File: src/osc_timer_pkg.sv
package osc_timer_pkg;

    // =========================================================
    // clocking
    // =========================================================
    localparam int unsigned MCLK_FREQ_KHZ = 200000;
    localparam int unsigned OSC_FREQ_KHZ = 5000;
    // master clock cycles per oscillator half period
    localparam int unsigned OSC_HALF_CYCLES = MCLK_FREQ_KHZ / (2 * OSC_FREQ_KHZ);
    localparam int unsigned PHASE_W = 5;
    localparam logic [PHASE_W-1:0] PHASE_LAST = PHASE_W'(OSC_HALF_CYCLES - 1);

    // =========================================================
    // divider
    // =========================================================
    localparam int unsigned DIV_CNT_W = 20;
    localparam int unsigned DIV_BITS_128 = 7;
    localparam int unsigned DIV_BITS_1024 = 10;
    localparam int unsigned DIV_BITS_1M = 20;

    typedef enum {
        DIV_128,
        DIV_1024,
        DIV_1M
    } div_sel_type;

    // =========================================================
    // reset values
    // =========================================================
    localparam logic [PHASE_W-1:0] PHASE_RST = 5'h00;
    localparam logic [DIV_CNT_W-1:0] DIV_CNT_RST = 20'h00000;
    localparam logic SYNC_RST = 1'b0;

    // =========================================================
    // carriers
    // =========================================================
    typedef struct packed {
        logic divider_reset;
        logic osc_disable;
    } fabric_in_type;

    typedef struct packed {
        logic osc_clk;
        logic divided_tick;
    } timer_out_type;

endpackage : osc_timer_pkg

File: src/input_sync.sv
module input_sync (
    // clock and reset
    input wire logic i_clk,
    input wire logic i_rst,
    // asynchronous level
    input wire logic i_level,
    // filtered level
    output logic o_level
);
    import osc_timer_pkg::*;

    logic s1_reg;
    logic s2_reg;
    logic s3_reg;
    logic level_reg;

    // =========================================================
    // three-stage sampler; s1 feeds only s2
    // =========================================================
    always_ff @(posedge i_clk) begin
        if (i_rst) begin
            s1_reg <= SYNC_RST;
            s2_reg <= SYNC_RST;
            s3_reg <= SYNC_RST;
        end else begin
            s1_reg <= i_level;
            s2_reg <= s1_reg;
            s3_reg <= s2_reg;
        end
    end

    // =========================================================
    // accept a change only once stages two and three agree
    // =========================================================
    always_ff @(posedge i_clk) begin
        if (i_rst) begin
            level_reg <= SYNC_RST;
        end else if (s2_reg == s3_reg) begin
            level_reg <= s3_reg;
        end
    end

    assign o_level = level_reg;

endmodule : input_sync

File: src/osc_timer_unit.sv
module osc_timer_unit #(
    parameter osc_timer_pkg::div_sel_type DIV_SEL = osc_timer_pkg::DIV_128
) (
    // clock and reset
    input wire logic I_MCLK,
    input wire logic I_RST,
    // fabric controls
    input wire logic I_DIVIDER_RESET_IN,
    input wire logic I_OSC_DISABLE_IN,
    // routing outputs
    output logic O_OSC_CLK_OUT,
    output logic O_DIVIDED_TICK_OUT
);
    import osc_timer_pkg::*;

    fabric_in_type fabric_sync;
    timer_out_type timer_out;
    logic [PHASE_W-1:0] phase_reg;
    logic osc_reg;
    logic osc_rise;
    logic divider_reset_reg;
    logic [DIV_CNT_W-1:0] div_cnt_reg;
    logic [DIV_CNT_W-1:0] div_cnt_next;

    // =========================================================
    // ratio to divider width
    // =========================================================
    function automatic int unsigned div_bits(div_sel_type sel);
        int unsigned bits;
        bits = DIV_BITS_128;
        case (sel)
            DIV_128: bits = DIV_BITS_128;
            DIV_1024: bits = DIV_BITS_1024;
            DIV_1M: bits = DIV_BITS_1M;
            default: bits = DIV_BITS_128;
        endcase
        return bits;
    endfunction : div_bits

    localparam int unsigned TICK_BIT = div_bits(DIV_SEL) - 1;

    // =========================================================
    // fabric inputs arrive from outside this clock domain
    // =========================================================
    input_sync u_sync_reset (
        .i_clk(I_MCLK),
        .i_rst(I_RST),
        .i_level(I_DIVIDER_RESET_IN),
        .o_level(fabric_sync.divider_reset)
    );

    input_sync u_sync_disable (
        .i_clk(I_MCLK),
        .i_rst(I_RST),
        .i_level(I_OSC_DISABLE_IN),
        .o_level(fabric_sync.osc_disable)
    );

    // =========================================================
    // oscillator
    // =========================================================
    // disable parks the oscillator low so no stray edge leaks out on restart
    always_ff @(posedge I_MCLK) begin
        if (I_RST || fabric_sync.osc_disable) begin
            phase_reg <= PHASE_RST;
        end else if (phase_reg == PHASE_LAST) begin
            phase_reg <= PHASE_RST;
        end else begin
            phase_reg <= phase_reg + 5'h01;
        end
    end

    always_ff @(posedge I_MCLK) begin
        if (I_RST || fabric_sync.osc_disable) begin
            osc_reg <= 1'b0;
        end else if (phase_reg == PHASE_LAST) begin
            osc_reg <= ~osc_reg;
        end
    end

    // one master cycle ahead of the visible oscillator rising edge
    assign osc_rise = (phase_reg == PHASE_LAST) && !osc_reg && !fabric_sync.osc_disable;

    // =========================================================
    // reset register, sampled on oscillator rising edges only
    // =========================================================
    always_ff @(posedge I_MCLK) begin
        if (I_RST || fabric_sync.osc_disable) begin
            divider_reset_reg <= 1'b1;
        end else if (osc_rise) begin
            divider_reset_reg <= fabric_sync.divider_reset;
        end
    end

    // =========================================================
    // divider
    // =========================================================
    always_comb begin
        div_cnt_next = div_cnt_reg;
        if (osc_rise) begin
            if (divider_reset_reg) begin
                div_cnt_next = DIV_CNT_RST;
            end else begin
                div_cnt_next = div_cnt_reg + 20'h00001;
            end
        end
    end

    always_ff @(posedge I_MCLK) begin
        if (I_RST || fabric_sync.osc_disable) begin
            div_cnt_reg <= DIV_CNT_RST;
        end else begin
            div_cnt_reg <= div_cnt_next;
        end
    end

    // =========================================================
    // outputs
    // =========================================================
    assign timer_out.osc_clk = osc_reg;
    assign timer_out.divided_tick = div_cnt_reg[TICK_BIT];

    assign O_OSC_CLK_OUT = timer_out.osc_clk;
    assign O_DIVIDED_TICK_OUT = timer_out.divided_tick;

endmodule : osc_timer_unit

File: config.mk
export PLATFORM = sky130hd
export DESIGN_NAME = osc_timer_unit
export DESIGN_NICKNAME = d
export VERILOG_FILES = /design/src/osc_timer_pkg.sv /design/src/input_sync.sv /design/src/osc_timer_unit.sv
export SDC_FILE = /design/constraint.sdc
export NUM_CORES = 1
export LEC_CHECK = 0
export BUFFER_PORTS_ARGS = -buffer_cell sky130_fd_sc_hd__buf_4
export CORE_ASPECT_RATIO = 1.5
export CORE_MARGIN = 2
export CORE_UTILIZATION = 45
export CTS_CLUSTER_SIZE = 20
export DETAILED_ROUTE_END_ITERATION = 10
export GPL_TIMING_DRIVEN = 1
export PLACE_DENSITY_LB_ADDON = 0.05
export REMOVE_ABC_BUFFERS = 1
export SLEW_MARGIN = 15
export SYNTH_ARGS = -nofsm -noshare
export SYNTH_HDL_FRONTEND = slang
export SYNTH_SLANG_ARGS = --single-unit
File: constraint.sdc
create_clock -name I_MCLK -period 1.9 [get_ports I_MCLK]
set_input_delay 0.19 -clock I_MCLK [delete_from_list [all_inputs] [get_ports I_MCLK]]
set_output_delay 0.19 -clock I_MCLK [all_outputs]
set_load 0.02 [all_outputs]
==> results of run 1 <==
-- synthesized netlist by cell type --
| library cell | count | area [um2] |
|---|---|---|
| or2_1 | 1 | 6.260 |
| clkbuf_1 | 3 | 11.26 |
| nand4_1 | 2 | 12.51 |
| nor3b_1 | 1 | 7.510 |
| a22oi_1 | 1 | 7.510 |
| a31oi_1 | 4 | 25.02 |
| o21ai_0 | 4 | 20.02 |
| or2b_1 | 1 | 7.510 |
| or3_4 | 1 | 11.26 |
| or2_2 | 1 | 6.260 |
| nor2_1 | 7 | 26.28 |
| buf_2 | 1 | 5.000 |
| inv_1 | 2 | 7.510 |
| or3_1 | 1 | 6.260 |
| nand2b_1 | 1 | 6.260 |
| ha_1 | 2 | 25.02 |
| nand3b_1 | 3 | 22.52 |
| nand2_1 | 13 | 48.80 |
| a21oi_1 | 7 | 35.03 |
| nand4bb_4 | 1 | 27.53 |
| nand3_1 | 4 | 20.02 |
| xor2_1 | 1 | 8.760 |
| and3_2 | 1 | 7.510 |
| or4_1 | 3 | 22.52 |
| dfxtp_1 | 22 | 440.4 |
| nor2b_1 | 6 | 37.54 |
| mux2i_1 | 2 | 20.02 |
| and2_1 | 1 | 6.260 |
| or3b_2 | 1 | 8.760 |
| a41oi_1 | 1 | 8.760 |
-- critical path, cell delays in order (launching register included) --
cell,delay [ns]
dfxtp_1,0.38
ha_4,0.17
nand4bb_4,0.14
or3_4,0.38
or4_1,0.48
a31oi_1,0.16
-- per-stage QoR --
step | cells | hold slack [ns] | setup WS, ns
after global routing | 126 | 0.08831 | 0.01079
after floorplan | 95 | 0.2591 | 0.1444
after detailed placement | 123 | 0.4087 | 0.04345
after CTS | 126 | 0.09651 | 0.02219
final | 126 | 0.1008 | 0.1306
after global placement | 123 | 0.4033 | 0.09216
-- layer usage --
| layer | GRT usage | up-vias | part of all wire |
|---|---|---|---|
| li1 | - | 356 | - |
| met1 | 0.2193 | 304 | 0.49 |
| met2 | 0.2358 | 18 | 0.46 |
| met3 | 0.02264 | 6 | 0.034 |
| met4 | 0.08571 | 0 | 0.015 |
| met5 | 0 | - | 0 |
-- cells by family after synthesis --
logic type      synth area share
buf+inv                  0.02624
flops                     0.4862
mux                      0.02210
simple gates              0.3219
xor+xnor                0.009670
fa+ha+maj                0.02762
compound gates            0.1064
-- power by group through the flow --
stage / Clock, mW / Combinational [mW] / Sequential, mW
2_1_floorplan: 0 / 0.0187 / 0.487
3_3_place_gp: 0 / 0.0302 / 0.488
3_5_place_dp: 0 / 0.0301 / 0.489
4_1_cts: 0.212 / 0.0303 / 0.478
5_1_grt: 0.233 / 0.0360 / 0.482
6_report: 0.202 / 0.0316 / 0.480
-- repair_timing --
item | in CTS | in global routing
setup buffers | 0 | 0
hold endpoints to repair | 0 | 0
resized for setup | 0 | 3
endpoints found under the setup margin | 0 | 4
hold buffers | 0 | 0
-- layout make-up --
| class | instances | area, um2 | share of cell area |
|---|---|---|---|
| multi-input cells | 71 | 454.2 | 0.4521 |
| flip-flops and latches | 22 | 441.7 | 0.4396 |
| repair buffers | 7 | 52.55 | 0.05230 |
| well taps | 21 | 26.28 | 0.02615 |
| clock buffers | 3 | 22.52 | 0.02242 |
| inverters | 2 | 7.507 | 0.007472 |
-- final timing paths --
| check | start | end | cells past startpoint |
|---|---|---|---|
| max | phase_reg[1] | div_cnt_reg[5] | 5 |
| min | I_OSC_DISABLE_IN | u_sync_disable.s1_reg | 2 |
| max reg2reg | phase_reg[1] | div_cnt_reg[5] | 5 |
| min reg2reg | phase_reg[0] | phase_reg[0] | 1 |
==> results_dict.tcl, run 1 <==
set metrics [dict create \
    total_power_mw 0.7135 \
    clock_power_share 0.283 \
    cp_max_fo 6 \
    grt_antenna_before_repair 0 \
    rsz0062_at_grt "no" \
    io_buffer_count 5 \
    floorplan.die.height_um 58.95 \
    grt_start_max_net_pins 13 \
    pwr-share-comb 0.044 \
    num_vias 684 \
    area.growth.synth_to_final_pct 10.91 \
    final.setup.tns_ns 0 \
    final_max_slew_viol_count 0 \
    post-route-min-period_ns 1.769 \
    hpwl_um 1100 \
    gpl_congestion 0.7022 \
    max_ffs_per_register 7 \
    power_leakage_nw 0.3477 \
    final_cell_area_excluding_filler_cells_mm2 0.001005 \
    layout-drive-gt1-share 0.1619 \
    cts_max_level 1 \
    core.rowCount 19 \
    first_iter_violations 16 \
    worst_slew_pin_slew_ns 0.3454 \
    p_sw_mw 0.1506 \
    insertedDiodeCount 0 \
    worstSkewPairLatency_ns 0.30 \
    initial_utilization 0.4885 \
    grt_remaining_overflow 0 \
    postPlaceCellArea_um2 968.4 \
    p_seq_frac 0.673 \
    critical_path_class "flip-flop to flip-flop" \
    part_of_the_yosys_area_used_for_sequential_elements 0.4862 \
    core_area_mm2 0.001854 \
    ff2ff_setup_slack_ns 0.13 \
    most_frequent_standard_cell_in_the_layout_excluding_fill_and_tap_cells "dfxtp_1" \
    worst_setup_path_end_kind "flip-flop" \
    cts_max_path_buffers 2 \
    clock_tree_from_tritoncts "done" \
    relSlewSlack 0.7694 \
    grt_pass1_vias 642 \
    layout_worst_path_cycle_share 0.9313 \
    postRouteWirelength_um 1560 \
    postLayoutCoreUtil 0.5418 \
    outcome "complete, no violations" \
    grt_first_pass_wirelength_um 2656 \
    floorplan.die_area_mm2 0.002395 \
    setup_violations 0 \
    ys_warn_count 0 \
    timing.clock.skew_ns 0.005089 \
    critical_path_required_ns 2.14 \
    clk_pin_slew_worst_setup_hold_paths_ns 0.11 \
    netlist-cell-type-count 30 \
    crit_path_start_kind "flip-flop" \
    cts_bufs_inserted 3 \
    chipWidth_um 40.64 \
    internal_power_mw 0.5629 \
    fmax_mhz 565.2 \
    tritoncts_num_sinks 22 \
    clockRootBuffer "clkbuf_4" \
    fill_cells 170 \
    hp-class "primary input to flip-flop" \
    grt_use_total 0.1602 \
    cell_count_after_synthesis 99 \
    drt_wl_cell_um 12.38 \
    switching_share 0.2110 \
    layout_common_cells "21 x dfxtp_1, 13 x nand2_1, 7 x nor2_1, 7 x a21oi_1, 7 x buf_4" \
    layout.nets 113 \
    ir_worst_vdd_v 0.0004457 \
    timing.final.hold_violations 0 \
    max_cap_violations 0 \
    average_vias_per_placed_instance 5.429 \
    synth_area_um2 905.9 \
    synth.ff_latch_count 22 \
    timing.critical_path.arrival_ns 2.01 \
    power-per-cell-area_mw_per_mm2 710.2 \
    synth_area_per_cell_um2 9.150 \
    remaining_drc_errors 0 \
    detail-route-antenna-nets 0 \
    io_pins 6 \
    first_pass_iters 5 \
]
(Power assumes the default switching activity.)
==> run 2, diff against run 1 <==
Settings changed: CORE_MARGIN 2 to not set, RECOVER_POWER set to 50.
==> run 2 against run 1 <==
Compared with the run above: non-clock buffer count rose by 1; count of clock-buffer cells in the layout is the same; final area shrank 0.50%; core utilization down 0.27 points; maximum frequency is 0.18% lower; critical path depth unchanged; routed wire length increased by 6.1%; sequential share of layout area rose by 0.095 points; die area shrank 8.1%; largest power group unchanged; highest routed layer unchanged; largest cell class unchanged; cell count is 0.79% higher; global-route usage up 0.94 points.
==> results_dict.tcl, run 2 (synthesis results as in run 1) <==
set metrics [dict create \
    critical_path_class "flip-flop to flip-flop" \
    worst_setup_path_end_kind "flip-flop" \
    max_cap_violations 0 \
    ir_worst_vdd_v 0.0004132 \
    hp-start "I_DIVIDER_RESET_IN" \
    remaining_drc_errors 0 \
    critical_path_required_ns 2.14 \
    outcome "complete, no violations" \
    floorplan.die_area_mm2 0.002200 \
    first_pass_iters 4 \
    power-per-cell-area_mw_per_mm2 717.5 \
    floorplan.die.height_um 56.95 \
    globalRouteMet1Util 0.2206 \
    timing.clock.skew_ns 0.008346 \
    timing.critical_path.arrival_ns 2.01 \
    power_leakage_nw 0.3393 \
    grt_pass1_vias 644 \
    first_iter_violations 15 \
    io_pins 6 \
    cpLargestDelayFamily "simple AND/OR/NAND/NOR gates" \
    worstReg2RegStart "phase_reg[0]" \
    cts_bufs_inserted 3 \
    worst_slew_pin_slew_ns 0.3871 \
    detail-route-antenna-nets 0 \
    chipWidth_um 38.64 \
    grtUsageMet3 0.03502 \
    worstSkewPairLatency_ns 0.30 \
    crit_path_cell_trace "ha_4 -> nand4bb_4 -> or3_4 -> or4_1 -> a31oi_1" \
    postPlaceCellArea_um2 975.9 \
    total_power_mw 0.7172 \
    endpoint_of_the_worst_hold_timing_path "u_sync_reset.s1_reg" \
    post-route-min-period_ns 1.773 \
    grtUsageMet2 0.2714 \
    layout_common_cells "22 x dfxtp_1, 13 x nand2_1, 7 x nor2_1, 7 x a21oi_1, 6 x nor2b_1" \
    cp_max_fo 6 \
    ff2ff_setup_slack_ns 0.13 \
    fmax_mhz 564.1 \
    hold_path_cell_cnt 2 \
    crit_path_start_kind "flip-flop" \
    max_ffs_per_register 7 \
    gpl_congestion 0.7554 \
    fill_cells 186 \
    postRouteWirelength_um 1655 \
    tritoncts_num_sinks 22 \
    insertedDiodeCount 0 \
    layout.nets 114 \
    worst_slack_placed_ns 0.09215 \
    grt_remaining_overflow 0 \
    layout-drive-gt1-share 0.1321 \
    setup_violations 0 \
    worst_r2r_path_depth 5 \
    grt_first_pass_wirelength_um 2697 \
    relSlewSlack 0.7419 \
    drt_wl_cell_um 13.03 \
    clk_pin_slew_worst_setup_hold_paths_ns 0.12 \
    final_cell_area_excluding_filler_cells_um2 999.7 \
    core_area_mm2 0.001854 \
    grt_most_used_layer "met2" \
    timing.final.hold_violations 0 \
    cts_max_path_buffers 2 \
    initial_utilization 0.4885 \
    average_vias_per_placed_instance 5.638 \
    final.setup.tns_ns 0 \
    grt_start_max_net_pins 13 \
    most_frequent_standard_cell_in_the_layout_excluding_fill_and_tap_cells "dfxtp_1" \
    post_cts.repair.setup_buffers 0 \
    io_buffer_count 5 \
    rsz0062_at_grt "no" \
    final_max_slew_viol_count 0 \
    num_vias 716 \
    clock_tree_from_tritoncts "done" \
    critPathBufInv 0 \
    clockRootBuffer "clkbuf_4" \
    core.rowCount 19 \
    placedCellCount 124 \
    hp-class "primary input to flip-flop" \
    area.growth.synth_to_final_pct 10.36 \
    layout_worst_path_cycle_share 0.9329 \
    cts_max_level 1 \
    crit_path_max_incr_delay_ns 0.47 \
    grt_antenna_before_repair 0 \
    layout_setup_ws_ns 0.1274 \
    grt_use_total 0.1696 \
    cp_slowest_cell "or4_1" \
    final_cells 127 \
    hpwl_um 1140 \
    worstReg2RegEnd "div_cnt_reg[6]" \
]
-- run 2: changes by cell type in the layout (fill, tap and decap cells not counted) --
cell,delta
clkbuf_1,+3
dfxtp_2,-1
buf_4,-3
clkbuf_4,+1
dfxtp_1,+1
-- run 2: layout make-up --
class | instances | area, um2 | share of cell area
tap | 21 | 26.28 | 0.02628
multi-input combinational | 71 | 454.2 | 0.4543
timing repair buffer | 8 | 48.80 | 0.04881
sequential | 22 | 440.4 | 0.4406
clock buffer | 3 | 22.52 | 0.02253
inverter | 2 | 7.507 | 0.007509
-- run 2: repair_timing --
item                       CTS  global route
resized for setup            0             2
hold buffers                 0             0
setup endpoints to repair    0             2
-- run 2: routing by layer --
| layer | vias up | routed length, um |
|---|---|---|
| li1 | 359 | - |
| met1 | 341 | 758 |
| met2 | 14 | 825 |
| met3 | 2 | 56 |
| met4 | 0 | 16 |
| met5 | - | 0 |
-- run 2: metrics by stage --
stage,hold WS (ns),util
floorplan,0.2591,-
global placement,0.4046,0.5263
detailed placement,0.4089,0.5263
CTS,0.09875,0.5385
global route,0.1081,0.5391
finish,0.1085,0.5391
-- run 2: worst max-delay path by stage --
stage | startpoint | endpoint | slack (ns) | cells past startpoint
global placement | phase_reg[0] | div_cnt_reg[5] | 0.12 | 5
detailed placement | phase_reg[0] | div_cnt_reg[6] | 0.09 | 5
CTS | phase_reg[0] | div_cnt_reg[6] | 0.07 | 5
global route | phase_reg[0] | div_cnt_reg[5] | 0.005 | 5
finish | phase_reg[0] | div_cnt_reg[6] | 0.13 | 5
floorplan | phase_reg[0] | div_cnt_reg[5] | 0.14 | 5
-- run 2: power breakdown --
group / switching (mW) / leakage (nW) / internal, mW
combinational: 0.0154 / 0.147 / 0.0166
sequential: 0.00807 / 0.179 / 0.472
clock: 0.132 / 0.0138 / 0.0738
